==> src/lcd_cfg.svh <==
`ifndef LCD_CFG_SVH
`define LCD_CFG_SVH

// ==========================================================================
// Serial bus identity and command codes
// ==========================================================================
// Seven-bit bus address; the value is arbitrary.
`define LCD_DEV_ADDR      7'h3E
`define LCD_CMD_DATA      8'h80
`define LCD_CMD_MODE      8'h82
`define LCD_CMD_SYS       8'h84
`define LCD_CMD_FRAME     8'h86
`define LCD_CMD_BLINK     8'h88
`define LCD_CMD_TRIM      8'h8A

// ==========================================================================
// Display memory and reset values
// ==========================================================================
`define LCD_RAM_DEPTH     52
`define LCD_RAM_LAST      6'h33
`define LCD_PTR_RST       6'h00
`define LCD_CFG_RST       13'h0030
`define LCD_RD_BLANK      8'h00

// ==========================================================================
// Byte fields
// ==========================================================================
`define LCD_PTR_MSB       5
`define LCD_DUTY_BIT      1
`define LCD_BIAS_BIT      0
`define LCD_OSC_BIT       1
`define LCD_DISP_BIT      0
`define LCD_FRAME_BIT     0
`define LCD_SHARED_BIT    5
`define LCD_REGON_BIT     4
`define LCD_LEVEL_MSB     3
`define LCD_BLINK_MSB     1
`define LCD_BYTE_ARG      2'd2
`define LCD_BYTE_DATA     2'd3
`define LCD_BIT_LAST      4'd7
`define LCD_BIT_FULL      4'd8

// ==========================================================================
// Timing
// ==========================================================================
`define LCD_CLK_MHZ       100
`define LCD_GLITCH_NS     50
`define LCD_GLITCH_CYC    ((`LCD_GLITCH_NS * `LCD_CLK_MHZ + 999) / 1000)
`define LCD_OSC_KHZ       32
`define LCD_OSC_DIV_CYC   (`LCD_CLK_MHZ * 1000 / `LCD_OSC_KHZ)
`define LCD_FRAME_SLOW_HZ 80
`define LCD_FRAME_FAST_HZ 160
`define LCD_FRAME_SLOW    (`LCD_OSC_KHZ * 1000 / `LCD_FRAME_SLOW_HZ)
`define LCD_FRAME_FAST    (`LCD_OSC_KHZ * 1000 / `LCD_FRAME_FAST_HZ)
`define LCD_BLINK_4HZ     (`LCD_OSC_KHZ * 1000 / 8)
`define LCD_BLINK_2HZ     (`LCD_OSC_KHZ * 1000 / 4)
`define LCD_BLINK_1HZ     (`LCD_OSC_KHZ * 1000 / 2)

`endif

==> src/lcd_pkg.sv <==
package lcd_pkg;

    // ======================================================================
    // Types
    // ======================================================================
    // Bus engine states, Gray coded along receive, ack, send, master ack.
    typedef enum logic [2:0] {
        ST_IDLE = 3'b000,
        ST_RX   = 3'b001,
        ST_ACK  = 3'b011,
        ST_TX   = 3'b010,
        ST_MACK = 3'b110
    } lcd_state_t;

    // Panel configuration as written by the command bytes.
    typedef struct packed {
        logic       duty_8;
        logic       bias_4;
        logic       osc_on;
        logic       display_on;
        logic       frame_160;
        logic [1:0] blink_rate;
        logic       shared_pin_select;
        logic       regulator_on;
        logic [3:0] level_code;
    } lcd_cfg_t;

endpackage

==> src/lcd_cmd_core.sv <==
`timescale 1ns/1ps
`default_nettype none
`include "lcd_cfg.svh"

// Function
// - Both lines released high while bus idle.
// - Data command loads six-bit start pointer.
// - Accept one or many display bytes.
// - Reads return consecutive display bytes.
// - Single byte write stores one byte.
// - Mode command sets duty and bias.
// - System command gates oscillator then display.
// - Frame command selects 80 or 160 Hz.
// - Blink command selects off, 4, 2, 1 Hz.
// - Trim command sets select, regulator, level.
// - Select bit routes pad: supply or column.
// - Zero level code disables voltage follower.
// - Select set, regulator clear forces follower off.
// - Reset: regulator on, pad is column output.
// - Reject line glitches shorter than 50 ns.
// - 52 bytes; byte n drives column n.
// - Frame timing derived from 32 kHz clock.
// - Display and oscillator off means power save.
module lcd_cmd_core (
    input  wire logic           clk_in,
    input  wire logic           rst_in,
    input  wire logic           scl_in,
    input  wire logic           sda_in,
    output logic                sda_out,
    output logic                sda_oe_n_out,
    input  wire logic [5:0]     scan_addr_in,
    output logic      [7:0]     scan_data_out,
    output lcd_pkg::lcd_cfg_t   cfg_out,
    output logic                pad_is_column_out,
    output logic                follower_on_out,
    output logic                power_save_out,
    output logic                frame_tick_out,
    output logic                blank_out
);
    import lcd_pkg::*;

    // ======================================================================
    // Declarations
    // ======================================================================
    logic [1:0]  line_s1;
    logic [1:0]  line_s2;
    logic [1:0]  line_f;
    logic [1:0]  line_prev;
    logic [2:0]  flt_cnt [2];
    lcd_state_t  state_reg;
    logic [3:0]  bit_cnt_reg;
    logic [1:0]  byte_idx_reg;
    logic [7:0]  shift_reg;
    logic [7:0]  tx_reg;
    logic [7:0]  cmd_reg;
    logic        rw_reg;
    logic        nack_reg;
    logic [5:0]  ptr_reg;
    lcd_cfg_t    cfg_reg;
    logic [7:0]  rd_data;
    logic        scl_rise;
    logic        scl_fall;
    logic        bus_start;
    logic        bus_stop;
    logic        byte_evt;
    logic        accept;
    logic        wr_evt;
    logic        arg_evt;
    logic        ram_we;
    logic        tx_load;
    logic [11:0] osc_cnt;
    logic        osc_tick;
    logic [8:0]  frame_cnt;
    logic [13:0] blink_cnt;
    logic [13:0] blink_half;
    logic        blink_phase;

    // Next pointer, wrapping after the last column.
    function automatic logic [5:0] ptr_inc(input logic [5:0] p);
        ptr_inc = (p >= `LCD_RAM_LAST) ? `LCD_PTR_RST : p + 6'h01;
    endfunction

    // ======================================================================
    // Pin synchronisers and glitch filter
    // ======================================================================
    // Index 0 is the clock line, index 1 the data line.
    always_ff @(posedge clk_in) begin
        if (rst_in) begin
            line_s1 <= 2'h3;
            line_s2 <= 2'h3;
        end else begin
            line_s1 <= {sda_in, scl_in};
            line_s2 <= line_s1;
        end
    end

    // A level must differ for the full window before it is believed.
    always_ff @(posedge clk_in) begin
        if (rst_in) begin
            line_f     <= 2'h3;
            line_prev  <= 2'h3;
            flt_cnt[0] <= 3'h0;
            flt_cnt[1] <= 3'h0;
        end else begin
            line_prev <= line_f;
            for (int i = 0; i < 2; i++) begin
                if (line_s2[i] == line_f[i]) begin
                    flt_cnt[i] <= 3'h0;
                end else if (flt_cnt[i] == 3'(`LCD_GLITCH_CYC - 1)) begin
                    line_f[i]  <= line_s2[i];
                    flt_cnt[i] <= 3'h0;
                end else begin
                    flt_cnt[i] <= flt_cnt[i] + 3'h1;
                end
            end
        end
    end

    // Edge and bus condition decode on the filtered lines.
    assign scl_rise  = line_f[0] & ~line_prev[0];
    assign scl_fall  = ~line_f[0] & line_prev[0];
    assign bus_start = line_f[0] & line_prev[0] & ~line_f[1] & line_prev[1];
    assign bus_stop  = line_f[0] & line_prev[0] & line_f[1] & ~line_prev[1];

    // ======================================================================
    // Byte engine
    // ======================================================================
    assign byte_evt = (state_reg == ST_RX) && scl_fall &&
                      (bit_cnt_reg == `LCD_BIT_FULL);
    assign accept   = (byte_idx_reg != 2'd0) ||
                      (shift_reg[7:1] == `LCD_DEV_ADDR);
    assign wr_evt   = byte_evt && (byte_idx_reg != 2'd0) && !rw_reg;
    assign arg_evt  = wr_evt && (byte_idx_reg == `LCD_BYTE_ARG);
    assign ram_we   = wr_evt && (byte_idx_reg == `LCD_BYTE_DATA) &&
                      (cmd_reg == `LCD_CMD_DATA);
    assign tx_load  = scl_fall && ((state_reg == ST_ACK && rw_reg) ||
                      (state_reg == ST_MACK && !nack_reg));

    // Bus state, shifting and the open-drain data enable.
    always_ff @(posedge clk_in) begin
        if (rst_in) begin
            state_reg    <= ST_IDLE;
            bit_cnt_reg  <= 4'h0;
            byte_idx_reg <= 2'd0;
            shift_reg    <= 8'h00;
            tx_reg       <= 8'h00;
            rw_reg       <= 1'b0;
            nack_reg     <= 1'b0;
            sda_oe_n_out <= 1'b1;
        end else if (bus_stop) begin
            state_reg    <= ST_IDLE;
            sda_oe_n_out <= 1'b1;
        end else if (bus_start) begin
            state_reg    <= ST_RX;
            bit_cnt_reg  <= 4'h0;
            byte_idx_reg <= 2'd0;
            rw_reg       <= 1'b0;
            sda_oe_n_out <= 1'b1;
        end else begin
            unique case (state_reg)
                ST_IDLE: begin
                    sda_oe_n_out <= 1'b1;
                end
                ST_RX: begin
                    if (scl_rise) begin
                        shift_reg   <= {shift_reg[6:0], line_f[1]};
                        bit_cnt_reg <= bit_cnt_reg + 4'h1;
                    end else if (byte_evt) begin
                        if (byte_idx_reg == 2'd0) begin
                            rw_reg <= shift_reg[0];
                        end
                        if (byte_idx_reg != `LCD_BYTE_DATA) begin
                            byte_idx_reg <= byte_idx_reg + 2'd1;
                        end
                        state_reg    <= accept ? ST_ACK : ST_IDLE;
                        sda_oe_n_out <= !accept;
                    end
                end
                ST_ACK: begin
                    if (scl_fall) begin
                        bit_cnt_reg <= 4'h0;
                        if (rw_reg) begin
                            state_reg    <= ST_TX;
                            tx_reg       <= rd_data;
                            sda_oe_n_out <= rd_data[7];
                        end else begin
                            state_reg    <= ST_RX;
                            sda_oe_n_out <= 1'b1;
                        end
                    end
                end
                ST_TX: begin
                    if (scl_fall) begin
                        if (bit_cnt_reg == `LCD_BIT_LAST) begin
                            state_reg    <= ST_MACK;
                            sda_oe_n_out <= 1'b1;
                        end else begin
                            tx_reg       <= {tx_reg[6:0], 1'b0};
                            sda_oe_n_out <= tx_reg[6];
                            bit_cnt_reg  <= bit_cnt_reg + 4'h1;
                        end
                    end
                end
                ST_MACK: begin
                    // A high data line at the ninth clock ends the read.
                    if (scl_rise) begin
                        nack_reg <= line_f[1];
                    end else if (scl_fall) begin
                        bit_cnt_reg <= 4'h0;
                        if (nack_reg) begin
                            state_reg <= ST_IDLE;
                        end else begin
                            state_reg    <= ST_TX;
                            tx_reg       <= rd_data;
                            sda_oe_n_out <= rd_data[7];
                        end
                    end
                end
            endcase
        end
    end

    // The pin only ever pulls low; the enable carries the data.
    always_ff @(posedge clk_in) begin
        sda_out <= 1'b0;
    end

    // ======================================================================
    // Command decode and configuration
    // ======================================================================
    always_ff @(posedge clk_in) begin
        if (rst_in) begin
            cmd_reg <= 8'h00;
        end else if (wr_evt && byte_idx_reg == 2'd1) begin
            cmd_reg <= shift_reg;
        end
    end

    // Only the second byte of a known command touches the settings.
    always_ff @(posedge clk_in) begin
        if (rst_in) begin
            cfg_reg <= `LCD_CFG_RST;
        end else if (arg_evt) begin
            case (cmd_reg)
                `LCD_CMD_MODE: begin
                    cfg_reg.duty_8 <= shift_reg[`LCD_DUTY_BIT];
                    cfg_reg.bias_4 <= shift_reg[`LCD_BIAS_BIT];
                end
                `LCD_CMD_SYS: begin
                    cfg_reg.osc_on     <= shift_reg[`LCD_OSC_BIT];
                    cfg_reg.display_on <= shift_reg[`LCD_OSC_BIT] &
                                          shift_reg[`LCD_DISP_BIT];
                end
                `LCD_CMD_FRAME: begin
                    cfg_reg.frame_160 <= shift_reg[`LCD_FRAME_BIT];
                end
                `LCD_CMD_BLINK: begin
                    cfg_reg.blink_rate <= shift_reg[`LCD_BLINK_MSB:0];
                end
                `LCD_CMD_TRIM: begin
                    cfg_reg.shared_pin_select <= shift_reg[`LCD_SHARED_BIT];
                    cfg_reg.regulator_on <= shift_reg[`LCD_REGON_BIT];
                    cfg_reg.level_code <= shift_reg[`LCD_LEVEL_MSB:0];
                end
                default: begin
                    cfg_reg <= cfg_reg;
                end
            endcase
        end
    end

    // Start address from the data command, then one step per byte.
    always_ff @(posedge clk_in) begin
        if (rst_in) begin
            ptr_reg <= `LCD_PTR_RST;
        end else if (arg_evt && cmd_reg == `LCD_CMD_DATA) begin
            ptr_reg <= shift_reg[`LCD_PTR_MSB:0];
        end else if (ram_we || tx_load) begin
            ptr_reg <= ptr_inc(ptr_reg);
        end
    end

    // Derived panel controls, each registered.
    always_ff @(posedge clk_in) begin
        if (rst_in) begin
            pad_is_column_out <= 1'b1;
            follower_on_out   <= 1'b0;
            power_save_out    <= 1'b1;
        end else begin
            pad_is_column_out <= cfg_reg.shared_pin_select;
            follower_on_out   <= (cfg_reg.level_code != 4'h0) &&
                !(cfg_reg.shared_pin_select && !cfg_reg.regulator_on);
            power_save_out <= !cfg_reg.osc_on && !cfg_reg.display_on;
        end
    end

    assign cfg_out = cfg_reg;

    // ======================================================================
    // Display memory
    // ======================================================================
    // The scan port is free running so the panel never waits on the bus.
    lcd_dram u_dram (
        .clk_in        (clk_in),
        .wr_en_in      (ram_we),
        .wr_addr_in    (ptr_reg),
        .wr_data_in    (shift_reg),
        .rd_a_addr_in  (ptr_reg),
        .rd_a_data_out (rd_data),
        .rd_b_addr_in  (scan_addr_in),
        .rd_b_data_out (scan_data_out)
    );

    // ======================================================================
    // Oscillator, frame and blink timing
    // ======================================================================
    // The divider stops with the oscillator, which is what saves power.
    always_ff @(posedge clk_in) begin
        if (rst_in || !cfg_reg.osc_on) begin
            osc_cnt  <= 12'h000;
            osc_tick <= 1'b0;
        end else if (osc_cnt == 12'(`LCD_OSC_DIV_CYC - 1)) begin
            osc_cnt  <= 12'h000;
            osc_tick <= 1'b1;
        end else begin
            osc_cnt  <= osc_cnt + 12'h001;
            osc_tick <= 1'b0;
        end
    end

    always_ff @(posedge clk_in) begin
        if (rst_in || !cfg_reg.osc_on) begin
            frame_cnt      <= 9'h000;
            frame_tick_out <= 1'b0;
        end else begin
            frame_tick_out <= 1'b0;
            if (osc_tick) begin
                if (frame_cnt >= (cfg_reg.frame_160 ?
                        9'(`LCD_FRAME_FAST - 1) : 9'(`LCD_FRAME_SLOW - 1))) begin
                    frame_cnt      <= 9'h000;
                    frame_tick_out <= 1'b1;
                end else begin
                    frame_cnt <= frame_cnt + 9'h001;
                end
            end
        end
    end

    // Half period of the chosen blink rate in oscillator ticks.
    always_comb begin
        unique case (cfg_reg.blink_rate)
            2'b01:   blink_half = 14'(`LCD_BLINK_4HZ - 1);
            2'b10:   blink_half = 14'(`LCD_BLINK_2HZ - 1);
            2'b11:   blink_half = 14'(`LCD_BLINK_1HZ - 1);
            default: blink_half = 14'h0000;
        endcase
    end

    always_ff @(posedge clk_in) begin
        if (rst_in || cfg_reg.blink_rate == 2'b00) begin
            blink_cnt   <= 14'h0000;
            blink_phase <= 1'b0;
            blank_out   <= 1'b0;
        end else begin
            blank_out <= blink_phase;
            if (osc_tick) begin
                if (blink_cnt >= blink_half) begin
                    blink_cnt   <= 14'h0000;
                    blink_phase <= !blink_phase;
                end else begin
                    blink_cnt <= blink_cnt + 14'h0001;
                end
            end
        end
    end
endmodule

`default_nettype wire

==> src/lcd_dram.sv <==
`timescale 1ns/1ps
`default_nettype none
`include "lcd_cfg.svh"

module lcd_dram (
    input  wire logic       clk_in,
    input  wire logic       wr_en_in,
    input  wire logic [5:0] wr_addr_in,
    input  wire logic [7:0] wr_data_in,
    input  wire logic [5:0] rd_a_addr_in,
    output logic      [7:0] rd_a_data_out,
    input  wire logic [5:0] rd_b_addr_in,
    output logic      [7:0] rd_b_data_out
);

    // ======================================================================
    // Storage
    // ======================================================================
    // Byte n holds row lines 0..7 of panel column n.
    logic [7:0] mem [`LCD_RAM_DEPTH];

    // Writes past the last column are dropped so the array never aliases.
    always_ff @(posedge clk_in) begin
        if (wr_en_in && wr_addr_in <= `LCD_RAM_LAST) begin
            mem[wr_addr_in] <= wr_data_in;
        end
    end

    // Both read ports are registered; out of range reads return blank.
    always_ff @(posedge clk_in) begin
        if (rd_a_addr_in <= `LCD_RAM_LAST) begin
            rd_a_data_out <= mem[rd_a_addr_in];
        end else begin
            rd_a_data_out <= `LCD_RD_BLANK;
        end
        if (rd_b_addr_in <= `LCD_RAM_LAST) begin
            rd_b_data_out <= mem[rd_b_addr_in];
        end else begin
            rd_b_data_out <= `LCD_RD_BLANK;
        end
    end

endmodule

`default_nettype wire

==> config.mk <==
export PLATFORM = sky130hd
export DESIGN_NAME = lcd_cmd_core
export DESIGN_NICKNAME = d
export VERILOG_FILES = /design/src/lcd_pkg.sv /design/src/lcd_cmd_core.sv /design/src/lcd_dram.sv
export VERILOG_INCLUDE_DIRS = /design/src /design/src/src
export SDC_FILE = /design/constraint.sdc
export NUM_CORES = 1
export LEC_CHECK = 0
export BUFFER_PORTS_ARGS = -buffer_cell sky130_fd_sc_hd__buf_4
export CORE_ASPECT_RATIO = 0.5
export CORE_MARGIN = 2
export CORE_UTILIZATION = 60
export DETAILED_ROUTE_END_ITERATION = 12
export PLACE_DENSITY = 0.8
export REMOVE_ABC_BUFFERS = 1
export SETUP_SLACK_MARGIN = 0.15
export SYNTH_ARGS = -nofsm -noshare
export SYNTH_HDL_FRONTEND = slang
export SYNTH_HIERARCHICAL = 1
export SYNTH_SLANG_ARGS = --single-unit
==> constraint.sdc <==
create_clock -name clk_in -period 3.9 [get_ports clk_in]
set_input_delay 0.39 -clock clk_in [delete_from_list [all_inputs] [get_ports clk_in]]
set_output_delay 0.39 -clock clk_in [all_outputs]
set_load 0.02 [all_outputs]
==> impl_metrics.toml <==
[run_status]
status = "complete, no violations"

[global_routing]
grt_usage_pct = 30.2
grt_max_degree = 62
grt.overflow.total = 0
antenna_found_initial = 0
grt_pass1_vias = 15999
grt_pass1_wl_um = 98900

[worst_setup_path]
cpMostUsedCell = "nor2_1"
reg2reg_depth = 7
slowest_stage = "nor2_1"
path_buf_inv = 0
crit_fanout = 17
critPathLaunchType = "register"
critical_path_required_ns = 4.08
critical-path-top-delay-family = "simple AND/OR/NAND/NOR gates"
cp.arrival_ns = 3.72
cpPeakStageDelay_ns = 0.77
rr_endpoint = "u_dram/mem[34][6]"
startpoint = "state_reg[0]"
worstSetupPathType = "reg -> reg"
r2r_slack_ns = 0.36
r2r-start = "state_reg[0]"
cp_cell_sequence = "nor3b_4, and3_1, and4_1, nand2_1, nor2_1, nand3b_1, nor2_1"
crit_path_end_kind = "register"

[timing]
hold_violations = 0
fmax_mhz = 282
setup_viol = 0
setup_ws_ns = 0.358
max_slew_margin_pct = 14.2
tightest_slew_ns = 1.28
rsz0062_at_grt = "false"
drv_slew = 0
clock_skew_ns = 0.0480
fin_setup_tns_ns = 0
holdWs_ns = 0.184
min_period_ns = 3.54
timing.final.crit_share_pct = 90.8

[power]
p_seq_share_pct = 54.9
peakVddDrop_uv = 391
intPower_mw = 8.87
p_sw_share_pct = 21.1
finalPower_mw = 11.2
combPwrFrac_pct = 3.7
p_clk_share_pct = 41.5
power_leakage_nw = 9.18
p_per_area_nw_per_um2 = 399
power_switching_mw = 2.37

[logic_synthesis]
ys.flop_type = "edfxtp_1"
synth.top_cell.area_share_pct = 49.5
synth_area_um2 = 25600
synth_seq_cells = 542
syn_area_per_cell_um2 = 15.0
seq_area_frac_synth_pct = 58.8
yosysWarningCount = 6
async_flop_share_pct = 0
synth_cell_type_count = 84
yosys-top-cells-area = "edfxtp_1 (49%), mux4_2 (15%), dfxtp_1 (9.4%), mux2i_1 (4.2%), nor2_1 (2.1%)"
synth_top_area_cell = "edfxtp_1"
synth_edf_count = 422
synth_cells = 1703

[place]
dpl_cell_area_um2 = 26600
place_inst = 2289
place_hpwl_um = 42100
gp_congestion = 1.01
preCtsSetupSlack_ns = 0.525
port_buffers = 36

[drt]
vias = 16572
drt_iter0_drc = 2189
dr.pass1.iters = 8
via_per_inst = 6.96
wire_per_inst_um = 27.6
drc = 0
wl_um = 65800
ant_nets = 0

[clock_network]
cts_tree = "done"
h-tree-depth = 2
clk_pin_slew_ns = 0.07
cts-root-buf = "clkbuf_16"
clk_latency_ns = 0.60
cts_resized = 0
clock_tree.buffer_depth = 3
cts.sinks = 542
cts_made_buffers = 48

[final_layout]
nets = 1803
regArea_um2 = 15100
syn_to_final_growth_pct = 9.81
largest_reg_flops = 416
fill_cells = 2772
drive_gt1_share_pct = 22.1
largest-register = "u_dram/mem"
final_util_pct = 66.9
final_area_um2 = 28100
fin_cells = 2380
multi_input_area_um2 = 9760
diodes = 0

[floorplanning]
die_h_um = 150
dieArea_um2 = 44500
die_w_um = 296
core-area_um2 = 42000
num_rows = 53
start_util_pct = 60.9
io_pins = 38

[hold_path]
hold-path-endpoint = "u_dram/rd_b_data_out[2]"
worstHoldStart = "scan_addr_in[5]"
worstHoldPathType = "in -> reg"
holdPathStages = 2

[flow_run]
maxCapViolations = 0
-- layout make-up --
class	instances	area share, %
flip-flops and latches	542	53.7
multi-input cells	1030	34.7
clock buffers	69	5.06
repair buffers	116	3.22
well taps	577	2.57
clock inverters	20	0.440
inverters	26	0.347
-- power groups by stage --
stage	sequential, mW	combinational, mW	clock [mW]
CTS	6.17	0.399	4.69
detailed placement	6.29	0.392	0
global route	6.16	0.424	4.90
floorplan	6.30	0.192	0
finish	6.17	0.410	4.66
global placement	6.29	0.385	0
-- Yosys cell counts, types with 6 or more instances --
| cell type | number |
|---|---|
| nand3_1 | 37 |
| a211oi_1 | 20 |
| and2_1 | 7 |
| nor2b_1 | 24 |
| mux2i_1 | 107 |
| nor2_1 | 146 |
| nand2_1 | 70 |
| o221ai_1 | 12 |
| or2_2 | 9 |
| o21ai_0 | 30 |
| edfxtp_1 | 422 |
| or3_1 | 7 |
| o22a_1 | 15 |
| nand2b_1 | 13 |
| o22ai_1 | 29 |
| nand4_1 | 8 |
| inv_1 | 26 |
| a311oi_1 | 6 |
| mux4_2 | 171 |
| a22oi_1 | 28 |
| buf_8 | 6 |
| o21a_1 | 7 |
| clkbuf_1 | 39 |
| or3b_1 | 6 |
| ha_1 | 29 |
| a21oi_1 | 65 |
| buf_2 | 28 |
| and3_1 | 14 |
| dfxtp_1 | 120 |
| xor2_1 | 20 |
| buf_6 | 16 |
| buf_4 | 13 |
| mux4_1 | 7 |
| a22o_1 | 14 |
| nor3_1 | 8 |
| nand3b_1 | 17 |
| xnor2_1 | 15 |
-- repair_timing --
item | in CTS | in global routing
hold buffers | 2 | 0
endpoints found under the hold margin | 2 | 0
setup buffers | 0 | 0
-- worst max-delay path by stage --
stage	to	slack, ns	depth (start not counted)
after floorplan	u_dram/rd_a_data_out[4]	-1.23	4
after global placement	u_dram/mem[42][2]	0.64	7
after detailed placement	u_dram/mem[42][2]	0.52	7
after CTS	u_dram/mem[34][6]	0.49	7
after global routing	u_dram/mem[34][6]	0.20	7
final	u_dram/mem[34][6]	0.36	7
-- worst reg2reg max path: cells and delay by family (launching register included) --
| family | cells | cell delay (ns) |
|---|---|---|
| DFF | 1 | 0.64 |
| and+or+nand+nor | 7 | 2.51 |
-- routing by layer --
metal	share of wire [%]	GRT usage, %
met1	37	41.8
met3	13	7.10
met4	4.2	11.7
met2	46	47.1
met5	0	0
-- kinds of logic (layout without fill, tap and decap cells) --
kind of cell	Yosys count	in the layout	synth area share, %
flops	542	542	58.8
simple gates	400	400	7.99
mux	286	286	20.0
compound gates	273	273	7.43
buf+inv	136	231	3.11
xor+xnor	35	35	1.20
fa+ha+maj	29	29	1.42
other cells	2	7	0.0293
-- layout by cell type (no fill, tap or decap), types with 8 or more instances in the layout --
master / instances
a211oi_1: 20
a21oi_1: 65
a22o_1: 14
a22oi_1: 28
and3_1: 14
buf_4: 111
clkbuf_1: 8
clkbuf_16: 50
clkbuf_8: 10
clkinv_2: 10
dfxtp_1: 108
dfxtp_2: 10
edfxtp_1: 422
ha_1: 29
inv_1: 26
mux2i_1: 107
mux4_2: 171
nand2_1: 70
nand2b_1: 13
nand3_1: 37
nand3b_1: 17
nand4_1: 8
nor2_1: 146
nor2b_1: 24
nor3_1: 8
o21ai_0: 30
o221ai_1: 12
o22a_1: 15
o22ai_1: 29
or2_2: 9
xnor2_1: 15
xor2_1: 20
Note: power is estimated with default switching activity, not from simulation.
